### src/design/slf_pkg.sv
// package: register map, fields and reset values for the loop filter block
// Contract
// - six-bit third-pole resistor code at bits 6:1, resets zero, nonvolatile backed
// - bit 0 selects integer (0) or fractional (1) filter, resets 0
// - three-bit third-pole capacitor code at bits 2:0, resets zero, 5 pF per step
// - post-divider select bits 4:2: codes 0,1 divide 2, codes 2..7 divide 3..8
// - resync enable bit 1, reset 1, lets sync event resync synth2 channels
// - power-down bit 0, reset 0, enables synth2 and calibration after reset
// - writing 1 to power-down disables synth2 and holds calibration reset
// - clearing power-down re-enables synth2 and restarts calibration
package slf_pkg;
  // ****************
  // register indices
  // ****************
  localparam logic [7:0] SLF_IDX_R3 = 8'h45;
  localparam logic [7:0] SLF_IDX_C3 = 8'h46;
  localparam logic [7:0] SLF_IDX_CTRL0 = 8'h47;
  localparam int SLF_WORD_SHIFT = 2;
  // ****************
  // fields and resets
  // ****************
  localparam logic [7:0] SLF_R3_MASK = 8'h7f;
  localparam logic [7:0] SLF_C3_MASK = 8'h07;
  localparam logic [7:0] SLF_CTRL0_MASK = 8'h1f;
  localparam logic [7:0] SLF_R3_RESET = 8'h00;
  localparam logic [7:0] SLF_C3_RESET = 8'h00;
  localparam logic [7:0] SLF_CTRL0_RESET = 8'h1e;
  localparam logic [3:0] SLF_DIV_MIN = 4'h2;
  localparam logic [3:0] SLF_DIV_OFS = 4'h1;
  localparam logic [2:0] SLF_P_FIRST_STEP = 3'h2;
  localparam logic [6:0] SLF_CAP_STEP_PF = 7'h05;
  localparam logic [31:0] SLF_HRESP_OKAY = 32'h0000_0000;
  localparam logic [1:0] SLF_HTRANS_NONSEQ = 2'h2;
  localparam logic [1:0] SLF_HTRANS_SEQ = 2'h3;

  typedef struct packed {
    logic [5:0] resistor_code;
    logic fractional_select;
  } slf_r3_t;

  typedef struct packed {
    logic [2:0] post_divider_select;
    logic resync_enable;
    logic power_down;
  } slf_ctrl0_t;

  typedef struct packed {
    logic synth2_enable;
    logic calib_reset;
    logic calib_start;
  } slf_synth2_t;

  typedef enum logic [1:0] {
    SLF_RUN = 2'b00,
    SLF_DOWN = 2'b01,
    SLF_RESTART = 2'b10
  } slf_pwr_state_t;

  // divide ratio from post-divider code
  function automatic logic [3:0] slf_post_ratio(input logic [2:0] code);
    if (code < SLF_P_FIRST_STEP) begin
      slf_post_ratio = SLF_DIV_MIN;
    end else begin
      slf_post_ratio = {1'b0, code} + SLF_DIV_OFS;
    end
  endfunction
endpackage

### src/design/slf_power_seq.sv
// module: synth2 power-down and calibration restart sequencer
`timescale 1ns/1ps
`default_nettype none
module slf_power_seq
  import slf_pkg::*;
(
  input wire logic hclk,
  input wire logic hresetn,
  input wire logic power_down,
  output slf_synth2_t synth2
);
  slf_pwr_state_t state;
  slf_pwr_state_t next_state;
  slf_synth2_t next_synth2;

  always_comb begin
    next_state = state;
    case (state)
      SLF_RUN: begin
        if (power_down) begin
          next_state = SLF_DOWN;
        end
      end
      SLF_DOWN: begin
        if (!power_down) begin
          next_state = SLF_RESTART;
        end
      end
      SLF_RESTART: begin
        next_state = power_down ? SLF_DOWN : SLF_RUN;
      end
      default: begin
        next_state = SLF_RUN;
      end
    endcase
    next_synth2.synth2_enable = (next_state != SLF_DOWN);
    next_synth2.calib_reset = (next_state == SLF_DOWN);
    next_synth2.calib_start = (next_state == SLF_RESTART);
  end

  // after reset synth2 enabled and calibration launched
  always_ff @(posedge hclk or negedge hresetn) begin
    if (!hresetn) begin
      state <= SLF_RESTART;
      synth2 <= 3'b101;
    end else begin
      state <= next_state;
      synth2 <= next_synth2;
    end
  end

  pwr_down_a: assert property (@(posedge hclk) disable iff (!hresetn)
    power_down |=> (synth2.calib_reset && !synth2.synth2_enable))
    else $error("power-down did not stop synth2");
  calib_pulse_a: assert property (@(posedge hclk) disable iff (!hresetn)
    synth2.calib_start |=> !synth2.calib_start)
    else $error("calibration start longer than one cycle");
  restart_a: assert property (@(posedge hclk) disable iff (!hresetn)
    $fell(power_down) |=> synth2.calib_start && synth2.synth2_enable)
    else $error("calibration not restarted");
  cv_restart_c: cover property (@(posedge hclk) disable iff (!hresetn)
    synth2.calib_start ##1 synth2.synth2_enable);
endmodule
`default_nettype wire

### src/design/slf_regs.sv
// module: AHB-Lite slave for the loop filter and synth2 control registers
`timescale 1ns/1ps
`default_nettype none
module slf_regs
  import slf_pkg::*;
(
  input wire logic hclk,
  input wire logic hresetn,
  input wire logic hsel,
  input wire logic [31:0] haddr,
  input wire logic [1:0] htrans,
  input wire logic hwrite,
  input wire logic [2:0] hsize,
  input wire logic hready,
  input wire logic [31:0] hwdata,
  input wire logic sync_event,
  output logic [31:0] hrdata,
  output logic hreadyout,
  output logic hresp,
  output logic [5:0] synth1_third_pole_resistor_code,
  output logic synth1_filter_fractional_select,
  output logic [2:0] synth1_third_pole_capacitor_code,
  output logic [6:0] synth1_capacitance_pf,
  output logic [3:0] synth2_post_ratio,
  output logic synth2_resync,
  output logic synth2_enable,
  output logic synth2_calib_reset,
  output logic synth2_calib_start
);
  // ****************
  // registers
  // ****************
  slf_r3_t r3;
  logic [2:0] c3;
  slf_ctrl0_t ctrl0;
  slf_r3_t next_r3;
  logic [2:0] next_c3;
  slf_ctrl0_t next_ctrl0;
  logic wr_pend;
  logic next_wr_pend;
  logic [7:0] wr_idx;
  logic [7:0] next_wr_idx;
  logic [31:0] next_hrdata;
  logic sync_q1;
  logic sync_q2;
  logic sync_q3;
  logic next_resync;
  logic [6:0] next_cap;
  logic [3:0] next_ratio;
  logic [7:0] a_idx;
  logic take;
  slf_synth2_t synth2;
  localparam logic [3:0] SLF_RATIO_RESET = 4'h8;

  // ****************
  // bus decode
  // ****************
  function automatic logic [7:0] slf_rd(input logic [7:0] idx,
      input slf_r3_t r, input logic [2:0] c, input slf_ctrl0_t k);
    case (idx)
      SLF_IDX_R3: slf_rd = {1'b0, r} & SLF_R3_MASK;
      SLF_IDX_C3: slf_rd = {5'h00, c} & SLF_C3_MASK;
      SLF_IDX_CTRL0: slf_rd = {3'h0, k} & SLF_CTRL0_MASK;
      default: slf_rd = 8'h00;
    endcase
  endfunction

  assign a_idx = haddr[SLF_WORD_SHIFT +: 8];
  assign take = hsel && hready &&
    (htrans == SLF_HTRANS_NONSEQ || htrans == SLF_HTRANS_SEQ);

  always_comb begin
    next_r3 = r3;
    next_c3 = c3;
    next_ctrl0 = ctrl0;
    next_wr_pend = take && hwrite;
    next_wr_idx = take ? a_idx : wr_idx;
    next_hrdata = 32'h0000_0000;
    if (wr_pend) begin
      case (wr_idx)
        SLF_IDX_R3: next_r3 = hwdata[6:0];
        SLF_IDX_C3: next_c3 = hwdata[2:0];
        SLF_IDX_CTRL0: next_ctrl0 = hwdata[4:0];
        default: next_r3 = r3;
      endcase
    end
    if (take && !hwrite) begin
      next_hrdata = {24'h00_0000, slf_rd(a_idx, next_r3, next_c3,
        next_ctrl0)};
    end
    next_resync = sync_q2 && !sync_q3 && ctrl0.resync_enable;
    next_cap = 7'(c3 * SLF_CAP_STEP_PF);
    next_ratio = slf_post_ratio(ctrl0.post_divider_select);
  end

  // resets match nonvolatile defaults
  always_ff @(posedge hclk or negedge hresetn) begin
    if (!hresetn) begin
      r3 <= SLF_R3_RESET[6:0];
      c3 <= SLF_C3_RESET[2:0];
      ctrl0 <= SLF_CTRL0_RESET[4:0];
      wr_pend <= 1'b0;
      wr_idx <= 8'h00;
      hrdata <= 32'h0000_0000;
      hreadyout <= 1'b1;
      hresp <= 1'b0;
      sync_q1 <= 1'b0;
      sync_q2 <= 1'b0;
      sync_q3 <= 1'b0;
      synth2_resync <= 1'b0;
      synth1_capacitance_pf <= 7'h00;
      synth2_post_ratio <= SLF_RATIO_RESET;
    end else begin
      r3 <= next_r3;
      c3 <= next_c3;
      ctrl0 <= next_ctrl0;
      wr_pend <= next_wr_pend;
      wr_idx <= next_wr_idx;
      hrdata <= next_hrdata;
      hreadyout <= 1'b1;
      hresp <= SLF_HRESP_OKAY[0];
      sync_q1 <= sync_event;
      sync_q2 <= sync_q1;
      sync_q3 <= sync_q2;
      synth2_resync <= next_resync;
      synth1_capacitance_pf <= next_cap;
      synth2_post_ratio <= next_ratio;
    end
  end

  assign synth1_third_pole_resistor_code = r3.resistor_code;
  assign synth1_filter_fractional_select = r3.fractional_select;
  assign synth1_third_pole_capacitor_code = c3;
  assign synth2_enable = synth2.synth2_enable;
  assign synth2_calib_reset = synth2.calib_reset;
  assign synth2_calib_start = synth2.calib_start;

  slf_power_seq u_power (
    .hclk(hclk),
    .hresetn(hresetn),
    .power_down(ctrl0.power_down),
    .synth2(synth2)
  );

  // ****************
  // checks
  // ****************
  cap_scale_a: assert property (@(posedge hclk) disable iff (!hresetn)
    ##1 synth1_capacitance_pf == 7'($past(c3) * SLF_CAP_STEP_PF))
    else $error("capacitance not five pF per code");
  ratio_map_a: assert property (@(posedge hclk) disable iff (!hresetn)
    ##1 ($past(ctrl0.post_divider_select) < 3'h2 ?
    synth2_post_ratio == 4'h2 :
    synth2_post_ratio == {1'b0, $past(ctrl0.post_divider_select)} + 4'h1))
    else $error("post-divider ratio wrong");
  resync_gate_a: assert property (@(posedge hclk) disable iff (!hresetn)
    synth2_resync |-> $past(ctrl0.resync_enable))
    else $error("resync without enable");
  r3_write_a: assert property (@(posedge hclk) disable iff (!hresetn)
    wr_pend && wr_idx == SLF_IDX_R3 |=> r3 == $past(hwdata[6:0]))
    else $error("resistor register not written");
  ctrl_write_a: assert property (@(posedge hclk) disable iff (!hresetn)
    wr_pend && wr_idx == SLF_IDX_CTRL0 |=> ctrl0 == $past(hwdata[4:0]))
    else $error("synth2 control not written");
  rsvd_zero_a: assert property (@(posedge hclk) disable iff (!hresetn)
    hrdata[31:7] == 25'h0)
    else $error("reserved bits read nonzero");
  c3_rsvd_a: assert property (@(posedge hclk) disable iff (!hresetn)
    take && !hwrite && a_idx == SLF_IDX_C3 |=> hrdata[7:3] == 5'h00)
    else $error("capacitor reserved bits nonzero");
  frac_read_a: assert property (@(posedge hclk) disable iff (!hresetn)
    take && !hwrite && a_idx == SLF_IDX_R3 && !wr_pend
    |=> hrdata[0] == $past(r3.fractional_select))
    else $error("filter select readback wrong");
  c3_write_a: assert property (@(posedge hclk) disable iff (!hresetn)
    wr_pend && wr_idx == SLF_IDX_C3 |=> c3 == $past(hwdata[2:0]))
    else $error("capacitor register not written");
  r3_hold_a: assert property (@(posedge hclk) disable iff (!hresetn)
    !(wr_pend && wr_idx == SLF_IDX_R3) |=> $stable(r3))
    else $error("resistor register changed without write");
  ctrl_hold_a: assert property (@(posedge hclk) disable iff (!hresetn)
    !(wr_pend && wr_idx == SLF_IDX_CTRL0) |=> $stable(ctrl0))
    else $error("synth2 control changed without write");
  r3_read_a: assert property (@(posedge hclk) disable iff (!hresetn)
    take && !hwrite && a_idx == SLF_IDX_R3 && !wr_pend
    |=> hrdata[7:0] == {1'b0, $past(r3)})
    else $error("resistor readback wrong");
  ctrl_read_a: assert property (@(posedge hclk) disable iff (!hresetn)
    take && !hwrite && a_idx == SLF_IDX_CTRL0 && !wr_pend
    |=> hrdata[7:0] == {3'h0, $past(ctrl0)})
    else $error("synth2 control readback wrong");
  unmap_read_a: assert property (@(posedge hclk) disable iff (!hresetn)
    take && !hwrite && a_idx != SLF_IDX_R3 && a_idx != SLF_IDX_C3 &&
    a_idx != SLF_IDX_CTRL0 |=> hrdata == 32'h0000_0000)
    else $error("unmapped read nonzero");
  idle_read_a: assert property (@(posedge hclk) disable iff (!hresetn)
    !(take && !hwrite) |=> hrdata == 32'h0000_0000)
    else $error("read data outside data phase");
  bus_okay_a: assert property (@(posedge hclk) disable iff (!hresetn)
    hreadyout && !hresp)
    else $error("bus not ready or not okay");
  resync_pulse_a: assert property (@(posedge hclk) disable iff (!hresetn)
    synth2_resync |=> !synth2_resync)
    else $error("resync longer than one cycle");
  boot_en_a: assert property (@(posedge hclk) disable iff (!hresetn)
    !ctrl0.power_down ##1 !ctrl0.power_down |-> synth2_enable)
    else $error("synth2 not enabled while powered");
  cv_write_c: cover property (@(posedge hclk) disable iff (!hresetn)
    wr_pend && wr_idx == SLF_IDX_C3);
  cv_read_c: cover property (@(posedge hclk) disable iff (!hresetn)
    take && !hwrite && a_idx == SLF_IDX_CTRL0);
  cv_resync_c: cover property (@(posedge hclk) disable iff (!hresetn)
    synth2_resync);
endmodule
`default_nettype wire

### config.mk
export PLATFORM = sky130hd
export DESIGN_NAME = slf_regs
export DESIGN_NICKNAME = d
export VERILOG_FILES = /design/src/design/slf_pkg.sv /design/src/design/slf_power_seq.sv /design/src/design/slf_regs.sv
export SDC_FILE = /design/constraint.sdc
export NUM_CORES = 1
export LEC_CHECK = 0
export BUFFER_PORTS_ARGS = -buffer_cell sky130_fd_sc_hd__buf_2
export CAP_MARGIN = 20
export CELL_PAD_IN_SITES_DETAIL_PLACEMENT = 1
export CELL_PAD_IN_SITES_GLOBAL_PLACEMENT = 2
export CORE_UTILIZATION = 23
export DETAILED_ROUTE_END_ITERATION = 10
export PLACE_DENSITY_LB_ADDON = 0.1
export SLEW_MARGIN = 10
export SYNTH_ARGS = -nofsm -noshare
export SYNTH_HDL_FRONTEND = slang
export SYNTH_SLANG_ARGS = --single-unit
### constraint.sdc
create_clock -name hclk -period 1.7 [get_ports hclk]
set_clock_uncertainty 0.05 [all_clocks]
set_input_delay 0.085 -clock hclk [delete_from_list [all_inputs] [get_ports hclk]]
set_output_delay 0.085 -clock hclk [all_outputs]
set_load 0.005 [all_outputs]
==> results of run 1 <==
==> where the power goes <==
group | internal [W] | switching (W)
clock network | 0.000336 | 0.000417
registers | 0.00127 | 0.0000532
logic | 0.000205 | 0.000161
total | 0.00181 | 0.000631
==> layout make-up <==
type                    count  area, sq um  area share (%)
inverters                   7         26.3           0.881
clock inverters             2         16.3           0.545
flip-flops and latches     50         1260            42.3
repair buffers             90          602            20.2
multi-input cells         105          835            28.0
clock buffers               6         82.6            2.77
well taps                 129          161            5.41
==> metrics by stage <==
step	setup slack [ns]	hold slack (ns)	area [sq um]	power, W	cells
finish	-0.107	0.0200	2980	0.00245	389
global route	-0.164	0.00983	2980	0.00260	389
CTS	-0.116	0.0108	2890	0.00246	386
detailed placement	-0.118	0.0494	2650	0.00166	363
global placement	-0.0748	0.0537	2650	0.00166	363
floorplan	0.00284	-0.261	2310	0.00153	196
==> worst min-delay path by stage <==
stage | endpoint | depth (start not counted)
detailed placement | synth1_capacitance_pf[5] | 2
floorplan | ctrl0[0] | 0
finish | wr_idx[0] | 2
CTS | synth1_filter_fractional_select | 2
global placement | synth1_capacitance_pf[1] | 2
global route | wr_idx[0] | 2
==> cells by family after synthesis <==
| logic type | count (synthesis) |
|---|---|
| simple gates | 36 |
| compound gates | 17 |
| buf+inv | 41 |
| other cells | 2 |
| flops | 50 |
| fa+ha+maj | 4 |
| mux | 20 |
==> routing by layer <==
layer / vias up / track usage [%] / wire length, microns
met5: - / 0 / 0
met4: 0 / 2.68 / 30
met3: 2 / 2.65 / 310
met2: 54 / 16.5 / 2310
met1: 730 / 14.3 / 2350
li1: 717 / - / -
==> critical path: stages (launching register included) <==
cell and delay (ns):
dfrtp_1 0.39, and4bb_2 0.37, nand4b_1 0.21, mux2_2 0.34, a221o_1 0.33
==> cells in the mapped netlist (3+ instances only) <==
library cell | number | area share (%)
nor2_1 | 3 | 0.51
ha_1 | 4 | 2.3
a31o_2 | 3 | 1.2
inv_1 | 7 | 1.2
buf_4 | 30 | 10
and2_1 | 3 | 0.85
nand2_1 | 7 | 1.2
mux2_2 | 15 | 7.6
nand4_1 | 5 | 1.4
and3_1 | 3 | 0.85
mux2_4 | 3 | 2.0
a221o_1 | 3 | 1.4
nor3b_1 | 4 | 1.4
dfrtp_1 | 42 | 48
a211oi_1 | 5 | 1.7
dfstp_2 | 8 | 9.5
==> state kept, by name (all words and copies together), names as in the netlist <==
name	count
u_power.state	2
synth2_resync	1
sync_q1	1
hrdata	7
wr_idx	8
wr_pend	1
synth1_third_pole_resistor_code	6
u_power.synth2	3
ctrl0	5
synth1_third_pole_capacitor_code	3
synth1_capacitance_pf	6
synth2_post_ratio	4
sync_q3	1
synth1_filter_fractional_select	1
sync_q2	1
==> timing repair <==
| action | in CTS | in global routing |
|---|---|---|
| resized for setup | 1 | 16 |
| pin swaps | 6 | 11 |
| endpoints found under the hold margin | 62 | 0 |
| endpoints found under the setup margin | 7 | 8 |
| buffers inserted | 2 | 3 |
| hold buffers | 13 | 0 |
| cloned | 0 | 1 |
==> flow_summary.toml, run 1 <==
[run_status]
status = "complete, but fails checks"
violations = "setup timing"

[die]
start_util_pct = 23.8
dieHeight_microns = 100
boundaryPins = 134
dieWidth_microns = 100
die_area_sq_um = 10000
rows = 35
core_sq_um = 9280

[synthesis]
synth_top_family_by_area = "buffers and inverters"
synth_adder_area_share_pct = 2.26
postSynthCellCount = 170
synth_xor_area_share_pct = 0
async_reset_ff_share_pct = 100
ys_seq_elements = 50
synth-simple-area-share_pct = 11.4
ys.flop_type = "dfrtp_1"
yosysWarnings = 0
synth_area_sq_um = 2210
synthMuxAreaShare_pct = 10.6
synth_edf_count = 0
avgSynthCellArea_sq_um = 13.0
yosysSeqAreaShare_pct = 57.0
synth_compound_area_share_pct = 6.23
synth.distinct_cells = 36

[sta]
setup_violations = 5
hold_violations = 0
setup_tns_ns = -0.305
drv_slew = 0
finalWorstSetupSlack_ns = -0.107
period_share_pct = 106
rsz0062_at_grt = "true"
min_period_ns = 1.81
max_freq_mhz = 553

[min_path]
min_path_type = "input port to flop"
hp-start = "haddr[2]"

[power]
ir_drop_mv = 0.333
powerDensity_nw_per_um2 = 820
p_leak_nw = 1.50

[setup_path]
critPathLaunch = "wr_idx[7]"
crit_required_ns = 1.84
critPathCaptureType = "flop"
r2r_cells = 4
cp-start-kind = "flop"
worstSetupPathType = "flop to flop"
rrSetupSlack_ns = -0.11
crit_path_max_fanout = 4
cp-endpoint = "hrdata[2]"
worstReg2RegStart = "wr_idx[7]"
arrival_ns = 1.95
r2r_end = "hrdata[2]"

[detailed_routing]
wl_per_cell_microns = 12.8
wl_microns = 5000
drc_errors = 0
first_pass_iters = 3
ant_nets = 0
dr.first_iter.drc_count = 14
num_vias = 1503
viasPerCell = 3.86

[clock_tree]
ctsRootBufferMaster = "clkbuf_8"
cts_buffer_depth = 2
cts.reportedPaths.clkPinSlew_ns = 0.10
cts_sinks = 50
cts_tree = "built"
clk-insertion-delay-late_ns = 0.30
cts-htree-levels = 2
cts_inserted_buffers = 5

[grt]
grt_max_degree = 51
grt_use_total_pct = 10.4
first_global_vias = 1553
grt_remaining_overflow = 0
antenna_found_initial = 0
grt_pass1_wl_microns = 8150

[cells_and_area]
fillers = 1040
layout_common_cells = "buf_2 (52), dfrtp_1 (42), conb_1 (28), buf_4 (21)"
syn_to_final_growth_pct = 35.0
layout_commonest_cell = "buf_2"
layout.nets = 338
layout-drive-gt1-share_pct = 48.1
post-route-util_pct = 32.1
antenna_cells = 0

[placed_design]
dp_hpwl_microns = 3600
port_buffers = 52
place_congestion = 0.679

[job]
maxCapViolCount = 0
(Power assumes the default switching activity.)
==> run 2: changes to the inputs <==
- SETUP_SLACK_MARGIN: default -> 0.02
==> run 2 against run 1 <==
Compared with the run above: the flow still finishes with violations (setup timing); sequential share of layout area increased by 1.8 points; sequential cell count is the same; routed wire length down 1.4%; core utilization decreased by 1.3 points; final area down 4.0%; clock-buffer cell count is the same; critical path depth is the same; via count rose by 1.1%; die area did not move; register-to-register slack about the same; non-clock buffer count decreased by 8.
==> flow_summary.toml, run 2 (synthesized netlist as in run 1, its figures left out) <==
[die]
dieWidth_microns = 100
boundaryPins = 134
dieHeight_microns = 100
core_sq_um = 9280
die_area_sq_um = 10000
rows = 35
start_util_pct = 23.8

[setup_path]
crit_family = "simple AND/OR/NAND/NOR gates"
critPathCaptureType = "flop"
cp-start-kind = "flop"
crit_required_ns = 1.84
crit_slowest_cell = "dfrtp_1"
crit_path_max_fanout = 5
path_buf_inv = 0
worstPathCellList = "and4bb_4, nand4b_4, mux2_4, a221o_1"
arrival_ns = 1.93
worstSetupPathType = "flop to flop"
critPathMaxStageDelay_ns = 0.39

[clock_tree]
cts_tree = "built"
cts-htree-levels = 2
clk-insertion-delay-late_ns = 0.30
cts.reportedPaths.clkPinSlew_ns = 0.10
cts_buffer_depth = 2
cts_inserted_buffers = 5
cts_sinks = 50
ctsRootBufferMaster = "clkbuf_8"

[sta]
min_period_ns = 1.80
finalWorstSetupSlack_ns = -0.0958
whs_ns = 0.0152
period_share_pct = 106
setup_violations = 6
drv_slew = 0
hold_violations = 0
max_freq_mhz = 557
rsz0062_at_grt = "true"

[cells_and_area]
fillers = 1070
layout.nets = 330
layout_commonest_cell = "buf_2"
largest_reg_flops = 8
stdcell_area_sq_um = 2860
layout_common_cells = "buf_2 (52), dfrtp_1 (42), conb_1 (28), mux2_2 (14), buf_4 (14)"
top_regs = "wr_idx: 8 flops, hrdata: 7 flops"
layout-drive-gt1-share_pct = 44.0
syn_to_final_growth_pct = 29.5
post-route-util_pct = 30.8
antenna_cells = 0
top_register = "wr_idx"

[power]
p_leak_nw = 1.44
power_w = 0.00234
ir_drop_mv = 0.281
powerDensity_nw_per_um2 = 819

[run_status]
status = "complete, but fails checks"
violations = "setup timing"

[grt]
grt_remaining_overflow = 0
grt_use_total_pct = 10.4
grt_pass1_wl_microns = 7890
grt_max_degree = 51
antenna_found_initial = 0
first_global_vias = 1524

[detailed_routing]
drc_errors = 0
wl_per_cell_microns = 12.9
dr.first_iter.drc_count = 42
wl_microns = 4930
ant_nets = 0
first_pass_iters = 3
num_vias = 1519
viasPerCell = 3.99

[placed_design]
place_congestion = 0.627
place_area_sq_um = 2610
port_buffers = 52
dp_hpwl_microns = 3660

[min_path]
min_path_type = "input port to flop"

[job]
maxCapViolCount = 0
[run 2: cell types whose count changed in the layout (fill, tap and decap cells not counted), sizes merged]
cell,delta
dlygate4sd3,-1
buf,-7
clkinvlp,+1
inv,-1
[run 2: worst register-to-register path: stages (launching register included)]
cell and delay, ns:
dfrtp_1 0.39, and4bb_4 0.38, nand4b_4 0.20, mux2_4 0.36, a221o_1 0.31
[run 2: worst paths after layout]
| check | cells past startpoint | startpoint | slack [ns] | endpoint |
|---|---|---|---|---|
| worst max-delay path | 4 | wr_idx[4] | -0.1 | hrdata[0] |
| worst min-delay path | 3 | hwdata[1] | 0.02 | ctrl0[1] |
| worst max register to register | 4 | wr_idx[4] | -0.1 | hrdata[0] |
| worst min register to register | 0 | sync_q1 | 0.31 | sync_q2 |
| max in group asynchronous | 3 | hresetn | 1.06 | ctrl0[2] |
| min in group asynchronous | 3 | hresetn | 0.25 | synth1_capacitance_pf[1] |
[run 2: area by class of cell]
| class | count | area [sq um] | area share (%) |
|---|---|---|---|
| Sequential cell | 50 | 1260 | 44.0 |
| Multi-Input combinational cell | 105 | 788 | 27.5 |
| Timing Repair Buffer | 82 | 539 | 18.8 |
| Tap cell | 129 | 161 | 5.64 |
| Clock buffer | 6 | 72.6 | 2.53 |
| Inverter | 7 | 26.3 | 0.917 |
| Clock inverter | 2 | 15.0 | 0.524 |
[run 2: what timing repair did]
action | 4_1_cts | 5_1_grt
resized for setup | 4 | 3
hold endpoints to repair | 61 | 0
buffers inserted | 2 | 2
pin swaps | 2 | 4
setup endpoints to repair | 7 | 8
hold buffers | 12 | 0
[run 2: per-layer routing]
| layer | up-vias | wire length (microns) | global-route usage, % |
|---|---|---|---|
| li1 | 697 | - | - |
| met1 | 758 | 2320 | 13.4 |
| met2 | 58 | 2280 | 17.3 |
| met3 | 6 | 248 | 2.16 |
| met4 | 0 | 72 | 3.68 |
| met5 | - | 0 | 0 |
[run 2: where the power goes]
part / internal [W] / leakage, nW / total (W) / switching, W
Sequential: 0.00127 / 0.592 / 0.00133 / 0.0000549
Combinational: 0.000169 / 0.813 / 0.000314 / 0.000145
Clock: 0.000291 / 0.0374 / 0.000702 / 0.000411
Total: 0.00173 / 1.44 / 0.00234 / 0.000610
[run 2: metrics by stage]
stage | setup slack, ns | std cells | TNS, ns
after floorplan | 0.0333 | 196 | 0
after global placement | -0.0602 | 357 | -0.154
after detailed placement | -0.0749 | 357 | -0.198
after CTS | -0.0836 | 379 | -0.246
after global routing | -0.172 | 381 | -0.913
final | -0.0958 | 381 | -0.326
==> run 3: changes to the inputs <==
- CORE_UTILIZATION: 23 -> 27
- CTS_CLUSTER_SIZE: default -> 30
- clock period: 1.7 -> 2.25 ns (I/O delays scaled with it)
==> run 3 against run 2 <==
Compared with the run above: die area shrank 15%; largest cell class unchanged; first-iteration DRC count shrank 26%; the flow now finishes without violations; sequential cell count is the same; worst setup slack gained 0.43 ns; clock-buffer cell count grew 1; sequential power shrank 25%; register-to-register slack gained 0.43 ns.
==> flow_summary.toml, run 3 (synthesized netlist as in run 1, its figures left out) <==
[clock_tree]
cts-htree-levels = 2
cts_tree = "built"
post_cts_buffers = 0
ctsRootBufferMaster = "clkbuf_8"
cts.reportedPaths.clkPinSlew_ns = 0.09
cts_buffer_depth = 2
cts_sinks = 50
cts_inserted_buffers = 5
clk-insertion-delay-late_ns = 0.30

[grt]
grt_remaining_overflow = 0
grt_max_degree = 30
grt_use_total_pct = 11.6
first_global_vias = 1548
grt_pass1_wl_microns = 7610
antenna_found_initial = 0

[cells_and_area]
multi_input_area_sq_um = 778
layout.nets = 310
register_area_sq_um = 1260
top_register = "wr_idx"
syn_to_final_growth_pct = 20.2
top_regs = "wr_idx: 8 flops, hrdata: 7 flops"
layout_common_cells = "buf_2 (52), dfrtp_1 (42), conb_1 (28), mux2_2 (15), dfstp_2 (8)"
antenna_cells = 0
fillers = 885
layout-drive-gt1-share_pct = 41.8
post-route-util_pct = 34.0
largest_reg_flops = 8
layout_commonest_cell = "buf_2"

[min_path]
hold_depth = 2
min_path_type = "input port to flop"

[setup_path]
crit_required_ns = 2.38
critPathMaxStageDelay_ns = 0.39
critPathCaptureType = "flop"
rrSetupSlack_ns = 0.34
path_buf_inv = 0
arrival_ns = 2.04
cp-start-kind = "flop"
worstPathCellList = "and4bb_2, nand4b_4, mux2_4, a221o_1"
crit_cells = 4
worstSetupPathType = "flop to flop"
r2r_end = "hrdata[1]"
crit_path_max_fanout = 8
worstReg2RegStart = "wr_idx[4]"
cp-endpoint = "hrdata[1]"
r2r_cells = 4
critPathLaunch = "wr_idx[4]"
crit_slowest_cell = "dfrtp_1"
crit_family = "simple AND/OR/NAND/NOR gates"

[detailed_routing]
viasPerCell = 4.36
wl_per_cell_microns = 14.0
ant_nets = 0
dr.first_iter.drc_count = 31
num_vias = 1457
first_pass_iters = 4
drc_errors = 0
wl_microns = 4660

[die]
boundaryPins = 134
core_sq_um = 7810
dieWidth_microns = 92.5
rows = 32
dieHeight_microns = 92.5
start_util_pct = 28.3
die_area_sq_um = 8550

[sta]
max_freq_mhz = 523
drv_slew = 0
period_share_pct = 84.9
max-slew-margin-rel_pct = 65.5
rsz0062_at_grt = "false"
min_period_ns = 1.91
worstMarginPinSlew_ns = 0.513
setup_violations = 0
hold_violations = 0
setup_tns_ns = 0

[run_status]
status = "complete, no violations"

[power]
powerDensity_nw_per_um2 = 699
ir_drop_mv = 0.208
p_leak_nw = 1.34

[placed_design]
dp_hpwl_microns = 3580
place_congestion = 0.685
port_buffers = 52

[job]
maxCapViolCount = 0
## run 3: cell type report
| cell class | instances | share of cell area [%] |
|---|---|---|
| Clock buffer | 7 | 3.25 |
| Clock inverter | 1 | 1.13 |
| Inverter | 7 | 0.989 |
| Multi-Input combinational cell | 105 | 29.3 |
| Sequential cell | 50 | 47.5 |
| Tap cell | 102 | 4.80 |
| Timing Repair Buffer | 62 | 13.1 |
## run 3: where the power goes
| part | internal [W] | switching (W) | leakage [nW] |
|---|---|---|---|
| clock network | 0.000363 | 0.000287 | 0.0585 |
| registers | 0.000963 | 0.0000407 | 0.592 |
| logic | 0.000101 | 0.000104 | 0.687 |
| total | 0.00143 | 0.000431 | 1.34 |
## run 3: what timing repair did
item / 4_1_cts / 5_1_grt
hold buffers: 4 / 1
resized for setup: 0 / 0
hold endpoints to repair: 23 / 1
setup endpoints to repair: 0 / 0
## run 3: how the worst min path moves through the flow
stage	endpoint	from	slack, ns
final	wr_idx[2]	haddr[4]	0.01
after global routing	wr_idx[2]	haddr[4]	0.004
after CTS	wr_idx[6]	haddr[8]	0.0003
after detailed placement	synth1_capacitance_pf[5]	hresetn	0.06
after global placement	synth1_capacitance_pf[5]	hresetn	0.04
after floorplan	ctrl0[0]	hresetn	-0.23
## run 3: worst register-to-register path, delay by kind of cell (launching register included)
| kind | cells | cell delay (ns) |
|---|---|---|
| and+or+nand+nor | 2 | 0.64 |
| AOI/OAI and AO/OA | 1 | 0.35 |
| DFF | 1 | 0.39 |
| muxes | 1 | 0.37 |
## run 3: per-stage QoR
stage | cell area [sq um] | worst slack (ns) | hold WS (ns) | power, W | std cells
6_report | 2660 | 0.339 | 0.0102 | 0.00186 | 334
5_1_grt | 2660 | 0.182 | 0.00366 | 0.00196 | 334
4_1_cts | 2650 | 0.326 | 0.000270 | 0.00189 | 333
3_5_place_dp | 2490 | 0.342 | 0.0642 | 0.00122 | 321
3_3_place_gp | 2490 | 0.358 | 0.0408 | 0.00121 | 321
2_1_floorplan | 2310 | 0.553 | -0.233 | 0.00116 | 196
## run 3: metal layers
| metal | wire (microns) | global-route usage (%) | share of wire [%] | vias up |
|---|---|---|---|---|
| met5 | 0 | 0 | 0 | - |
| li1 | - | - | - | 655 |
| met1 | 1900 | 13.5 | 41 | 739 |
| met3 | 285 | 3.45 | 6.1 | 8 |
| met4 | 72 | 4.30 | 1.5 | 0 |
| met2 | 2400 | 20.2 | 52 | 55 |
